## src/include/peer_isolation_consts.svh

```systemverilog
// Register indices, byte addresses, field positions and reset values of the
// peer isolation capability block.
// Assumes a 12-bit APB byte address and 32-bit data, one register per word.
`ifndef PEER_ISOLATION_CONSTS_SVH
`define PEER_ISOLATION_CONSTS_SVH

// ----------------------------------------------------------------------------
// Register indices and byte addresses (byte address is four times the index)
// ----------------------------------------------------------------------------
`define IDX_HEADER 12'h320
`define IDX_CAPABILITY 12'h324
`define IDX_CONTROL 12'h326
`define IDX_EGRESS_MASK 12'h328
`define IDX_SETUP 12'h32C
`define IDX_STATUS 12'h32D
`define ADDR_HEADER 12'(`IDX_HEADER << 2)
`define ADDR_CAPABILITY 12'(`IDX_CAPABILITY << 2)
`define ADDR_CONTROL 12'(`IDX_CONTROL << 2)
`define ADDR_EGRESS_MASK 12'(`IDX_EGRESS_MASK << 2)
`define ADDR_SETUP 12'(`IDX_SETUP << 2)
`define ADDR_STATUS 12'(`IDX_STATUS << 2)

// ----------------------------------------------------------------------------
// Field widths, positions and fixed values
// ----------------------------------------------------------------------------
`define STRUCT_ID 16'h000D
`define STRUCT_REV 4'h1
`define NUM_FEATURES 7
`define FEAT_EGRESS_BIT 5
`define MASK_W 16
`define SETUP_UNLOCK_BIT 0
`define STATUS_UP_BIT 0
`define STATUS_MERGED_BIT 1
`define STATUS_UNLOCK_BIT 2
`define STATUS_PORT_LSB 4

// ----------------------------------------------------------------------------
// Reset values
// ----------------------------------------------------------------------------
`define NEXT_LINK_RST 12'h000
`define FEATURES_RST 7'h7F
`define EGRESS_SIZE_RST 8'h10
`define CONTROL_RST 7'h00
`define EGRESS_MASK_RST 16'h0000
`define SETUP_RST 1'h0

`endif

```

## src/include/peer_isolation_pkg.sv

```systemverilog
// Types shared by the peer isolation capability block.
// Assumes nothing of its surroundings.
package peer_isolation_pkg;

    // ------------------------------------------------------------------------
    // Register selection and bus answer phase
    // ------------------------------------------------------------------------
    typedef enum logic [2:0] {
        SEL_NONE,
        SEL_HEADER,
        SEL_CAPABILITY,
        SEL_CONTROL,
        SEL_EGRESS_MASK,
        SEL_SETUP,
        SEL_STATUS
    } reg_sel_t;

    typedef enum {
        PH_WAIT,
        PH_ANSWER
    } apb_phase_t;

endpackage : peer_isolation_pkg

```

## src/hw/maskable_field.sv

```systemverilog
// One register field whose bits are written only where a write mask allows.
// Assumes the caller forms the mask from role, lock and byte strobes.
`timescale 1ns/1ps

module maskable_field #(
    parameter int WIDTH = 8,
    parameter logic [WIDTH-1:0] RESET_VALUE = '0
) (
    // Clock and reset
    input wire logic pclk,
    input wire logic presetn,
    // Write request
    input wire logic wr,
    input wire logic [WIDTH-1:0] wdata,
    input wire logic [WIDTH-1:0] wmask,
    // Stored value
    output logic [WIDTH-1:0] q
);

    logic [WIDTH-1:0] q_r;
    logic [WIDTH-1:0] q_nxt;

    // Bits outside the mask keep their stored value.
    always_comb begin
        q_nxt = q_r;
        if (wr) begin
            q_nxt = (q_r & ~wmask) | (wdata & wmask);
        end
    end

    always_ff @(posedge pclk or negedge presetn) begin
        if (!presetn) begin
            q_r <= RESET_VALUE;
        end else begin
            q_r <= q_nxt;
        end
    end

    assign q = q_r;

endmodule : maskable_field

```

## src/hw/peer_isolation_capability_regs.sv

```systemverilog
// Peer isolation capability registers of one switch port, reached over APB.
// Assumes role, port number and merge state come from logic on pclk, and that
// the forwarding datapath consumes the enables and the blocking decision.
//
// Behaviour
// - Header bits 15:0 read the fixed structure identifier 0xD.
// - Header bits 19:16 read the fixed structure revision 0x1.
// - Header bits 31:20 hold the next link, writable only while unlocked.
// - Feature bits 6:0 read zero upstream; downstream lock-writable, default one.
// - Egress size bits 15:8 read zero upstream; downstream lock-writable, default 0x10.
// - Egress size has no meaning while egress support is clear.
// - Control bits 6:0 reset zero, upstream read-only, downstream writable; 15:7 zero.
// - Downstream control bits stay writable even when support bits are cleared.
// - Egress mask bits 15:0 reset zero; bit i stands for switch port i.
// - A set mask bit blocks peer requests aimed at that port.
// - The mask acts only while the egress control enable is set.
// - The mask bit of the port's own number reads zero, read-only.
// - In merged mode mask bits N and N+1 of even port N read zero.
//
// The APB register port was decided locally.
`timescale 1ns/1ps
`include "peer_isolation_consts.svh"

module peer_isolation_capability_regs (
    // Clock and reset
    input wire logic pclk,
    input wire logic presetn,
    // APB slave
    input wire logic psel,
    input wire logic penable,
    input wire logic pwrite,
    input wire logic [11:0] paddr,
    input wire logic [31:0] pwdata,
    input wire logic [3:0] pstrb,
    output logic [31:0] prdata,
    output logic pready,
    output logic pslverr,
    // Port configuration from the switch core
    input wire logic port_is_upstream,
    input wire logic [3:0] port_number,
    input wire logic port_merged,
    // Peer request lookup from the forwarding path
    input wire logic req_valid,
    input wire logic [3:0] req_target,
    // Controls to the forwarding path
    output logic [6:0] feature_enable,
    output logic [15:0] egress_block_mask,
    output logic req_blocked
);

    // ------------------------------------------------------------------------
    // Declarations
    // ------------------------------------------------------------------------
    peer_isolation_pkg::apb_phase_t phase_r;
    peer_isolation_pkg::apb_phase_t phase_nxt;
    peer_isolation_pkg::reg_sel_t sel;
    logic pready_r;
    logic pready_nxt;
    logic pslverr_r;
    logic pslverr_nxt;
    logic [31:0] prdata_r;
    logic [31:0] prdata_nxt;
    logic [31:0] lane_mask;
    logic wr_commit;
    logic unlock;
    logic [15:0] ro_mask;
    logic [15:0] mask_view;
    logic [11:0] next_link_q;
    logic [6:0] features_q;
    logic [7:0] egress_size_q;
    logic [6:0] control_q;
    logic [15:0] egress_mask_q;
    logic [0:0] setup_q;
    logic [11:0] link_wmask;
    logic [6:0] feat_wmask;
    logic [7:0] size_wmask;
    logic [6:0] ctl_wmask;
    logic [15:0] mask_wmask;
    logic [0:0] setup_wmask;
    logic [31:0] read_word;
    logic [6:0] feature_enable_r;
    logic [6:0] feature_enable_nxt;
    logic [15:0] egress_block_mask_r;
    logic [15:0] egress_block_mask_nxt;
    logic req_blocked_r;
    logic req_blocked_nxt;

    // ------------------------------------------------------------------------
    // Address decode
    // ------------------------------------------------------------------------
    always_comb begin
        case (paddr)
            `ADDR_HEADER: sel = peer_isolation_pkg::SEL_HEADER;
            `ADDR_CAPABILITY: sel = peer_isolation_pkg::SEL_CAPABILITY;
            `ADDR_CONTROL: sel = peer_isolation_pkg::SEL_CONTROL;
            `ADDR_EGRESS_MASK: sel = peer_isolation_pkg::SEL_EGRESS_MASK;
            `ADDR_SETUP: sel = peer_isolation_pkg::SEL_SETUP;
            `ADDR_STATUS: sel = peer_isolation_pkg::SEL_STATUS;
            default: sel = peer_isolation_pkg::SEL_NONE;
        endcase
    end

    // ------------------------------------------------------------------------
    // APB answer sequencing
    // ------------------------------------------------------------------------
    // The answer is prepared in the first access cycle and signalled in the
    // second, so prdata and pready both come straight from flip-flops.
    always_comb begin
        phase_nxt = phase_r;
        pready_nxt = 1'b0;
        pslverr_nxt = 1'b0;
        prdata_nxt = prdata_r;
        case (phase_r)
            peer_isolation_pkg::PH_WAIT: begin
                if (psel && penable) begin
                    phase_nxt = peer_isolation_pkg::PH_ANSWER;
                    pready_nxt = 1'b1;
                    pslverr_nxt = (sel == peer_isolation_pkg::SEL_NONE);
                    prdata_nxt = pwrite ? 32'h0000_0000 : read_word;
                end
            end
            peer_isolation_pkg::PH_ANSWER: begin
                phase_nxt = peer_isolation_pkg::PH_WAIT;
            end
            default: begin
                phase_nxt = peer_isolation_pkg::PH_WAIT;
            end
        endcase
    end

    always_ff @(posedge pclk or negedge presetn) begin
        if (!presetn) begin
            phase_r <= peer_isolation_pkg::PH_WAIT;
            pready_r <= 1'b0;
            pslverr_r <= 1'b0;
            prdata_r <= 32'h0000_0000;
        end else begin
            phase_r <= phase_nxt;
            pready_r <= pready_nxt;
            pslverr_r <= pslverr_nxt;
            prdata_r <= prdata_nxt;
        end
    end

    // A write lands at the edge where the master sees pready high.
    assign wr_commit = psel && penable && pwrite && pready_r && !pslverr_r;
    assign lane_mask = {{8{pstrb[3]}}, {8{pstrb[2]}}, {8{pstrb[1]}}, {8{pstrb[0]}}};

    // ------------------------------------------------------------------------
    // Write masks by role, lock and merge state
    // ------------------------------------------------------------------------
    assign unlock = setup_q[`SETUP_UNLOCK_BIT];

    always_comb begin
        ro_mask = 16'h0001 << port_number;
        if (port_merged && !port_number[0]) begin
            ro_mask = ro_mask | (16'h0001 << (port_number + 4'h1));
        end
    end

    always_comb begin
        link_wmask = unlock ? lane_mask[31:20] : 12'h000;
        feat_wmask = 7'h00;
        size_wmask = 8'h00;
        ctl_wmask = 7'h00;
        if (!port_is_upstream && unlock) begin
            feat_wmask = lane_mask[6:0];
            size_wmask = lane_mask[15:8];
        end
        if (!port_is_upstream) begin
            ctl_wmask = lane_mask[6:0];
        end
        mask_wmask = lane_mask[15:0] & ~ro_mask;
        setup_wmask = lane_mask[0:0];
    end

    // ------------------------------------------------------------------------
    // Storage
    // ------------------------------------------------------------------------
    maskable_field #(.WIDTH(12), .RESET_VALUE(`NEXT_LINK_RST)) u_next_link (
        .pclk(pclk),
        .presetn(presetn),
        .wr(wr_commit && sel == peer_isolation_pkg::SEL_HEADER),
        .wdata(pwdata[31:20]),
        .wmask(link_wmask),
        .q(next_link_q)
    );

    maskable_field #(.WIDTH(7), .RESET_VALUE(`FEATURES_RST)) u_features (
        .pclk(pclk),
        .presetn(presetn),
        .wr(wr_commit && sel == peer_isolation_pkg::SEL_CAPABILITY),
        .wdata(pwdata[6:0]),
        .wmask(feat_wmask),
        .q(features_q)
    );

    // The size is stored as written whatever the egress support bit says.
    maskable_field #(.WIDTH(8), .RESET_VALUE(`EGRESS_SIZE_RST)) u_egress_size (
        .pclk(pclk),
        .presetn(presetn),
        .wr(wr_commit && sel == peer_isolation_pkg::SEL_CAPABILITY),
        .wdata(pwdata[15:8]),
        .wmask(size_wmask),
        .q(egress_size_q)
    );

    maskable_field #(.WIDTH(7), .RESET_VALUE(`CONTROL_RST)) u_control (
        .pclk(pclk),
        .presetn(presetn),
        .wr(wr_commit && sel == peer_isolation_pkg::SEL_CONTROL),
        .wdata(pwdata[6:0]),
        .wmask(ctl_wmask),
        .q(control_q)
    );

    maskable_field #(.WIDTH(16), .RESET_VALUE(`EGRESS_MASK_RST)) u_egress_mask (
        .pclk(pclk),
        .presetn(presetn),
        .wr(wr_commit && sel == peer_isolation_pkg::SEL_EGRESS_MASK),
        .wdata(pwdata[15:0]),
        .wmask(mask_wmask),
        .q(egress_mask_q)
    );

    maskable_field #(.WIDTH(1), .RESET_VALUE(`SETUP_RST)) u_setup (
        .pclk(pclk),
        .presetn(presetn),
        .wr(wr_commit && sel == peer_isolation_pkg::SEL_SETUP),
        .wdata(pwdata[0:0]),
        .wmask(setup_wmask),
        .q(setup_q)
    );

    // ------------------------------------------------------------------------
    // Read data
    // ------------------------------------------------------------------------
    // Bits that are fixed at zero read zero even if an old value is stored.
    assign mask_view = egress_mask_q & ~ro_mask;

    always_comb begin
        read_word = 32'h0000_0000;
        case (sel)
            peer_isolation_pkg::SEL_HEADER: begin
                read_word = {next_link_q, `STRUCT_REV, `STRUCT_ID};
            end
            peer_isolation_pkg::SEL_CAPABILITY: begin
                if (!port_is_upstream) begin
                    read_word[15:8] = egress_size_q;
                    read_word[6:0] = features_q;
                end
            end
            peer_isolation_pkg::SEL_CONTROL: begin
                if (!port_is_upstream) begin
                    read_word[6:0] = control_q;
                end
            end
            peer_isolation_pkg::SEL_EGRESS_MASK: begin
                read_word[15:0] = mask_view;
            end
            peer_isolation_pkg::SEL_SETUP: begin
                read_word[`SETUP_UNLOCK_BIT] = unlock;
            end
            peer_isolation_pkg::SEL_STATUS: begin
                read_word[`STATUS_UP_BIT] = port_is_upstream;
                read_word[`STATUS_MERGED_BIT] = port_merged;
                read_word[`STATUS_UNLOCK_BIT] = unlock;
                read_word[`STATUS_PORT_LSB +: 4] = port_number;
            end
            default: begin
                read_word = 32'h0000_0000;
            end
        endcase
    end

    // ------------------------------------------------------------------------
    // Controls to the forwarding path
    // ------------------------------------------------------------------------
    always_comb begin
        feature_enable_nxt = port_is_upstream ? 7'h00 : control_q;
        egress_block_mask_nxt = 16'h0000;
        if (feature_enable_nxt[`FEAT_EGRESS_BIT]) begin
            egress_block_mask_nxt = mask_view;
        end
        req_blocked_nxt = req_valid && egress_block_mask_r[req_target];
    end

    always_ff @(posedge pclk or negedge presetn) begin
        if (!presetn) begin
            feature_enable_r <= 7'h00;
            egress_block_mask_r <= 16'h0000;
            req_blocked_r <= 1'b0;
        end else begin
            feature_enable_r <= feature_enable_nxt;
            egress_block_mask_r <= egress_block_mask_nxt;
            req_blocked_r <= req_blocked_nxt;
        end
    end

    // ------------------------------------------------------------------------
    // Outputs
    // ------------------------------------------------------------------------
    assign prdata = prdata_r;
    assign pready = pready_r;
    assign pslverr = pslverr_r;
    assign feature_enable = feature_enable_r;
    assign egress_block_mask = egress_block_mask_r;
    assign req_blocked = req_blocked_r;

endmodule : peer_isolation_capability_regs

```

## config.mk

```make
export PLATFORM = sky130hd
export DESIGN_NAME = peer_isolation_capability_regs
export DESIGN_NICKNAME = d
export VERILOG_FILES = /design/src/include/peer_isolation_pkg.sv /design/src/hw/maskable_field.sv /design/src/hw/peer_isolation_capability_regs.sv
export VERILOG_INCLUDE_DIRS = /design/src /design/src/include
export SDC_FILE = /design/constraint.sdc
export NUM_CORES = 1
export LEC_CHECK = 0
export BUFFER_PORTS_ARGS = -buffer_cell sky130_fd_sc_hd__buf_2
export CAP_MARGIN = 20
export CORE_UTILIZATION = 40
export DETAILED_ROUTE_END_ITERATION = 10
export PLACE_DENSITY_LB_ADDON = 0.1
export SLEW_MARGIN = 40
export SYNTH_ARGS = -nofsm -noshare
export SYNTH_HDL_FRONTEND = slang
export SYNTH_SLANG_ARGS = --single-unit
```

## constraint.sdc

```tcl
create_clock -name pclk -period 3.9 [get_ports pclk]
set_input_delay 0.39 -clock pclk [delete_from_list [all_inputs] [get_ports pclk]]
set_output_delay 0.39 -clock pclk [all_outputs]
set_load 0.005 [all_outputs]
```

==> impl_metrics.yaml, run 1 <==
clock_tree:
  cts_resized: 0
  clk_latency_ps: 350
  numCtsBuffers: 9
  cts_root_buf: "clkbuf_16"
  cts_setup_buffers: 0
  h-tree-depth: 3
  cts_buffer_depth: 2
  ctsHoldBuffers: 0
  cts_tree: "built"
  clock_sinks: 107
  cts.clk_slew.worst_paths_ps: 70
global_route:
  overflow: 0
  grt_max_degree: 53
  grt_usage_pct: 21.0
  antenna_found_initial: 0
  grt_pass1_vias: 3775
  grt_first_pass_wirelength_um: 20300
floorplanning:
  initial_core_util_pct: 41.2
  dieArea_mm2: 0.0129
  fp.dieH_um: 113
  num_rows: 40
  fp.dieW_um: 113
  core_mm2: 0.0121
  ios: 122
flow_run:
  maxCapViolations: 0
power_and_ir_drop:
  seq_power_share_pct: 52.7
  p_switching_mw: 0.505
  switching_share_pct: 23.8
  power.share.clock_pct: 40.9
  p_comb_share_pct: 6.4
  p_leak_nw: 2.96
  p_per_area_mw_per_mm2: 357
  peakVddDrop_mv: 0.190
  p_int_mw: 1.62
routing:
  post_drt_wl_per_cell_um: 18.4
  via_per_inst: 5.45
  ant_nets: 0
  wl_met1_um: 5850
  wl_met2_um: 5850
  vias: 3754
  met3_length_um: 733
  dr.pass1.iters: 5
  routed.top_layer: "met4"
  drt_iter0_drc: 227
  drt-total-wl_um: 12700
  drc: 0
sta:
  relSlewSlack_pct: 54.8
  fin_crit_ps: 2420
  final.setup.worst_slack_ps: 1480
  setup_viol: 0
  finalMaxSlewViolations: 0
  fin_setup_tns_ps: 0
  min_period_over_period_pct: 62.0
  fin_skew_ps: 8.11
  hold_violations: 0
  max_freq_mhz: 414
  rsz0062_at_grt: "false"
  worstMarginPinSlew_ps: 670
logic_synthesis:
  ys_seq_area_share_pct: 54.1
  yosys-top-cells-area: "dfrtp_1 50%, mux2_2 7.9%, dfstp_2 4.2%"
  synthFlopType: "dfrtp_1"
  synth_edf_count: 0
  synth_cells: 408
  ys_warn_count: 0
  synth_area_mm2: 0.00497
  synth_top_area_share_pct: 49.9
  syn-mean-instance-area_um2: 12.2
  netlist-cell-type-count: 60
  synth_top_area_cell: "dfrtp_1"
  async_flop_share_pct: 100
  ys_ff_latch: 107
final_layout:
  multi_input_area_mm2: 0.00211
  n_fill_cell: 1135
  drive_gt1_share_pct: 39.9
  regArea_mm2: 0.00269
  antenna_cells: 0
  final_nets: 582
  syn_to_final_growth_pct: 19.7
  final_cell_area_mm2: 0.00594
setup_path:
  crit_fanout: 13
  slowest_stage: "or4b_4"
  critPathArrivalTime_ps: 2660
  reg2reg_slack_ps: 1950
  path_cells: "buf_2 -> or4b_4 -> nor2_2 -> and4_1 -> mux2_2"
  worstSetupPathType: "input pin to flop"
  critPathLaunchType: "input pin"
  slowest_delay_ps: 650
  endpoint_kind: "flop"
  critical_path_required_ps: 4140
  reg2regPathDepth: 4
placement:
  hpwlAfterDp_um: 9350
  portBuffers: 114
  place_area_mm2: 0.00567
  gp_congestion: 0.832
  dp_slack_ps: 1110
min_path:
  holdCritPathClass: "input pin to asynchronous set/reset pin"
outcome:
  status: "complete, no violations"
[synth_stat cells, drive strengths merged (11+ instances only)]
master  count
and3       13
mux2       51
dfrtp      99
nand3      23
a22o       13
clkbuf     15
nor2       18
o21ai      20
buf        11
nand2      18
a32oi      16
nor2b      11
[layout make-up]
cell class / count / area share, %
multi-input combinational: 269 / 35.5
clock inverter: 4 / 0.547
timing repair buffer: 121 / 10.5
tap: 168 / 3.54
sequential: 107 / 45.2
clock buffer: 12 / 4.15
inverter: 8 / 0.505
[worst max-delay path, delay by kind of cell]
kind                   cells  cell delay, ps
AND/OR/NAND/NOR            3            1690
multiplexers               1             380
buffers and inverters      1             190
[per-layer routing]
layer / track usage [%] / vias to the layer above
li1: - / 1732
met1: 28.1 / 1874
met2: 32.5 / 129
met3: 5.95 / 19
met4: 7.98 / 0
met5: 0 / -
[placed cells by master, fill, tap and decap left out, types with 7 or more instances in the layout]
cell / instances
mux2_4: 13
nand3_1: 22
nor2_1: 17
o21ai_0: 20
a32oi_1: 16
nand2_1: 18
mux2_2: 35
inv_1: 8
buf_4: 8
buf_2: 113
dfstp_2: 8
a22o_1: 13
and3_1: 13
nor2b_1: 11
nor3_1: 7
dfrtp_1: 99
clkbuf_16: 9
[cell families after synthesis]
logic type,after synthesis,share of synthesized area (%)
buffers and inverters,34,3.53
DFF,107,54.1
AOI/OAI and AO/OA,74,10.7
other,1,0.0755
and+or+nand+nor,132,15.9
xor gates and xnor gates,1,0.176
adders and majority gates,2,0.504
muxes,57,15.0
[power by group through the flow]
stage | logic, mW | registers, mW | clock network (mW)
global route | 0.152 | 1.12 | 0.943
floorplan | 0.0566 | 1.14 | 0
finish | 0.137 | 1.12 | 0.867
detailed placement | 0.138 | 1.14 | 0
CTS | 0.139 | 1.12 | 0.891
global placement | 0.135 | 1.14 | 0
[per-stage QoR]
| step | util [%] | std cells | hold slack (ps) | power (mW) |
|---|---|---|---|---|
| 6_report | 49.3 | 689 | 69.8 | 2.12 |
| 5_1_grt | 49.3 | 689 | 115 | 2.21 |
| 4_1_cts | 49.3 | 689 | 101 | 2.15 |
| 3_5_place_dp | 47.0 | 673 | 468 | 1.28 |
| 3_3_place_gp | 47.0 | 673 | 460 | 1.27 |
| 2_1_floorplan | - | 410 | 94.4 | 1.19 |
[worst max path at each step]
stage / start / endpoint / slack [ps] / cells after the start
floorplan: paddr[2] / flop / 1690 / 7
global placement: paddr[3] / flop / 1130 / 5
detailed placement: paddr[3] / flop / 1110 / 5
CTS: paddr[3] / flop / 1490 / 5
global route: paddr[1] / flop / 1430 / 5
finish: paddr[3] / flop / 1480 / 5
Power figures use the tool's default switching activity.
==> inputs of run 2 (changes only) <==
- clock period: 3.9 -> 2.2 ns (I/O delays scaled with it)
==> impl_metrics.yaml, run 2 (synthesized netlist as in run 1, its figures left out) <==
outcome:
  status: "complete, no violations"
routing:
  vias: 3797
  drc: 0
  dr.pass1.iters: 4
  drt_iter0_drc: 210
  drt-total-wl_um: 12800
  ant_nets: 0
  post_drt_wl_per_cell_um: 18.0
  via_per_inst: 5.33
sta:
  rsz0062_at_grt: "false"
  finalMaxSlewViolations: 0
  max_freq_mhz: 564
  worstMarginPinSlew_ps: 700
  setup_viol: 0
  fin_skew_ps: 5.74
  timing.hold.ws_ps: 84.4
  hold_violations: 0
  min_period_over_period_pct: 80.7
  fin_setup_tns_ps: 0
  fin_crit_ps: 1770
  relSlewSlack_pct: 52.8
clock_tree:
  h-tree-depth: 3
  cts_resized: 0
  clk_latency_ps: 360
  cts_root_buf: "clkbuf_16"
  cts_tree: "built"
  cts.clk_slew.worst_paths_ps: 70
  cts_buffer_depth: 2
  numCtsBuffers: 9
  clock_sinks: 107
final_layout:
  drive_gt1_share_pct: 42.4
  final_cell_mix: "113 x buf_2, 99 x dfrtp_1, 35 x mux2_2, 27 x buf_4, 22 x nand3_1"
  syn_to_final_growth_pct: 24.5
  antenna_cells: 0
  final_nets: 606
  final_common_cell: "buf_2"
floorplanning:
  initial_core_util_pct: 41.2
  fp.dieW_um: 113
  num_rows: 40
  dieArea_mm2: 0.0129
  fp.dieH_um: 113
  ios: 122
  core_mm2: 0.0121
setup_path:
  slowest_stage: "or4_1"
  worstSetupPathType: "input pin to flop"
  critPathLaunchType: "input pin"
  path_cells: "buf_2 -> or4_1 -> nor3_1 -> buf_4 -> and4_1 -> buf_12 -> mux2_2"
  critical_path_required_ps: 2450
  endpoint_kind: "flop"
  critPathArrivalTime_ps: 2020
  slowest_delay_ps: 650
  crit_fanout: 8
power_and_ir_drop:
  p_leak_nw: 3.10
  p_per_area_mw_per_mm2: 620
  peakVddDrop_mv: 0.484
  p_comb_share_pct: 6.8
  power.share.clock_pct: 41.6
  p_switching_mw: 0.885
  seq_power_share_pct: 51.6
  switching_share_pct: 23.1
  p_int_mw: 2.95
placement:
  gp_congestion: 0.818
  portBuffers: 114
  hpwlAfterDp_um: 9680
global_route:
  antenna_found_initial: 0
  grt_usage_pct: 21.5
  grt_pass1_vias: 3808
  overflow: 0
  grt_first_pass_wirelength_um: 20600
  grt_max_degree: 55
min_path:
  holdCritPathClass: "input pin to flop"
flow_run:
  maxCapViolations: 0
[run 2: worst paths after layout]
kind                                         from                        endpoint  slack [ps]  depth (start not counted)
max                                      paddr[1]                            flop         430                          7
min                                     req_valid           req_blocked$_DFF_PN0_          80                          2
max reg2reg                phase_r[0]$_DFFE_PN0P_          prdata[10]$_DFFE_PN0P_         430                          5
min reg2reg                prdata[14]$_DFFE_PN0P_          prdata[14]$_DFFE_PN0P_         480                          2
max in group asynchronous                 presetn      asynchronous set/reset pin        1150                          3
min in group asynchronous                 presetn  egress_block_mask[6]$_DFF_PN0_         350                          2
[run 2: area by class of cell]
cell class,count,area [um^2]
Inverter,8,30.0
Sequential cell,107,2690
Timing Repair Buffer,145,858
Tap cell,168,210
Fill cell,1116,5880
Clock buffer,11,233
Clock inverter,5,53.8
Multi-Input combinational cell,269,2110
[run 2: stage by stage]
step	cells	power [mW]	instance area, um^2	utilization, %	setup WS [ps]
after global placement	696	2.27	5890	48.8	72.9
after CTS	713	3.90	6180	51.3	444
final	713	3.84	6180	51.3	426
after detailed placement	696	2.28	5890	48.8	52.0
after floorplan	410	2.12	4970	-	160
after global routing	713	3.98	6180	51.3	276
[run 2: per-layer routing]
layer / vias to the layer above / share of wire [%] / global-route usage (%)
met1: 1894 / 46 / 28.6
met2: 113 / 48 / 34.0
li1: 1780 / - / -
met4: 0 / 1.0 / 6.14
met5: - / 0 / 0
met3: 10 / 5.8 / 6.43
[run 2: power groups by stage]
| stage | combinational, mW | sequential, mW | clock [mW] |
|---|---|---|---|
| final | 0.259 | 1.98 | 1.60 |
| after global routing | 0.289 | 1.98 | 1.71 |
| after CTS | 0.263 | 1.98 | 1.65 |
| after detailed placement | 0.261 | 2.02 | 0 |
| after global placement | 0.256 | 2.02 | 0 |
| after floorplan | 0.100 | 2.02 | 0 |
[run 2: critical path: cells and delay by family]
| family | cells | cell delay, ps |
|---|---|---|
| multiplexers | 1 | 330 |
| AND/OR/NAND/NOR | 3 | 1080 |
| buffers and inverters | 3 | 390 |
[run 2: timing repair]
action / CTS / global route
hold endpoints to repair: 27 / 0
hold buffers: 1 / 0
buffers inserted: 0 / 0
==> inputs of run 3 (changes only) <==
- clock period: 2.2 -> 1.7 ns (I/O delays scaled with it)
==> impl_metrics.yaml, run 3 (synthesized netlist as in run 1, its figures left out) <==
global_route:
  grt_pass1_vias: 4026
  overflow: 0
  grt_usage_pct: 22.2
  grt_first_pass_wirelength_um: 21700
  grt_max_degree: 37
  antenna_found_initial: 0
setup_path:
  critPathLaunchType: "flop"
  crit_fanout: 2
  endpoint_kind: "flop"
  slowest_delay_ps: 490
  critPathArrivalTime_ps: 1870
  critical_path_required_ps: 1940
  slowest_stage: "mux4_2"
  cp_common_cell: "mux4_2"
  cpLargestDelayFamily: "multiplexers"
  path_cells: "mux4_2 -> mux4_2 -> and2_1"
  worstSetupPathType: "flop to flop"
  path_buf_inv: 0
floorplanning:
  ios: 122
  fp.dieH_um: 113
  dieArea_mm2: 0.0129
  fp.dieW_um: 113
  core_mm2: 0.0121
  num_rows: 40
  initial_core_util_pct: 41.2
routing:
  drt_iter0_drc: 163
  via_per_inst: 5.27
  drt-total-wl_um: 13200
  post_drt_wl_per_cell_um: 17.7
  ant_nets: 0
  dr.pass1.iters: 4
  vias: 3928
  drc: 0
clock_tree:
  cts_setup_buffers: 0
  numCtsBuffers: 9
  cts.clk_slew.worst_paths_ps: 80
  cts_root_buf: "clkbuf_16"
  cts_tree: "built"
  clock_sinks: 107
  clk_latency_ps: 350
  cts_buffer_depth: 2
  h-tree-depth: 3
outcome:
  status: "complete, no violations"
final_layout:
  final_cell_mix: "113 x buf_2, 99 x dfrtp_1, 59 x buf_4, 27 x mux2_2, 21 x mux2_4"
  n_fill_cell: 1061
  drive_gt1_share_pct: 47.4
  antenna_cells: 0
  final_common_cell: "buf_2"
  syn_to_final_growth_pct: 31.8
  utilization_pct: 54.3
  final_nets: 639
  fin_cells: 746
  final_cell_area_mm2: 0.00655
sta:
  min_period_over_period_pct: 96.0
  finalMaxSlewViolations: 0
  max_freq_mhz: 612
  fin_skew_ps: 5.39
  worstMarginPinSlew_ps: 509
  fin_crit_ps: 1630
  relSlewSlack_pct: 65.2
  timing.hold.ws_ps: 44.1
  rsz0062_at_grt: "false"
  fin_setup_tns_ps: 0
  setup_viol: 0
  hold_violations: 0
placement:
  place_area_mm2: 0.00623
  hpwlAfterDp_um: 10100
  portBuffers: 114
  gp_congestion: 0.854
  dp_cells: 729
power_and_ir_drop:
  p_leak_nw: 3.26
  p_per_area_mw_per_mm2: 760
  peakVddDrop_mv: 0.429
min_path:
  holdCritPathClass: "input pin to flop"
flow_run:
  maxCapViolations: 0
run 3: cell types whose count changed in the layout (fill, tap and decap cells not counted), sizes merged:
cell and change:
bufinv -1, clkbuf -2, inv +2, buf +33
clkinvlp +2, clkinv -1
run 3: layout make-up:
cell class              instances  area (um^2)  area share, %
clock inverters                 7         61.3          0.937
well taps                     168          210           3.21
inverters                       8         30.0          0.459
clock buffers                   9          225           3.44
flip-flops and latches        107         2690           41.1
multi-input cells             269         2210           33.8
repair buffers                178         1120           17.1
run 3: path summary, 6_finish.rpt:
kind | from | to | slack [ps] | cells after the start
setup / recovery | egress_block_mask[15]$_DFF_PN0_ | req_blocked$_DFF_PN0_ | 70 | 3
hold / removal | pwdata[24] | flop | 40 | 2
setup reg to reg | egress_block_mask[15]$_DFF_PN0_ | req_blocked$_DFF_PN0_ | 70 | 3
hold reg to reg | prdata[8]$_DFFE_PN0P_ | prdata[8]$_DFFE_PN0P_ | 480 | 2
max in group asynchronous | presetn | asynchronous set/reset pin | 760 | 3
min in group asynchronous | presetn | egress_block_mask[6]$_DFF_PN0_ | 340 | 2
run 3: routing by layer:
layer,GRT usage [%],routed length (um),vias up
li1,-,-,1846
met1,31.1,6390,1957
met2,35.5,6160,113
met3,3.03,468,12
met4,7.98,170,0
met5,0,0,-
run 3: metrics by stage:
stage / total power, mW / setup WS [ps]
floorplan: 2.75 / -205
finish: 4.98 / 67.3
global route: 5.17 / 0.828
CTS: 5.02 / 2.96
detailed placement: 3.00 / -352
global placement: 3.00 / -298
run 3: report_power, final:
group / internal [mW] / switching [mW]
Sequential: 2.55 / 0.00782
Combinational: 0.162 / 0.231
Clock: 1.02 / 1.00
run 3: timing repair:
| item | in CTS | in global routing |
|---|---|---|
| setup endpoints to repair | 0 | 8 |
| endpoints found under the hold margin | 27 | 0 |
| gates resized for setup | 0 | 5 |
| hold buffers | 1 | 0 |
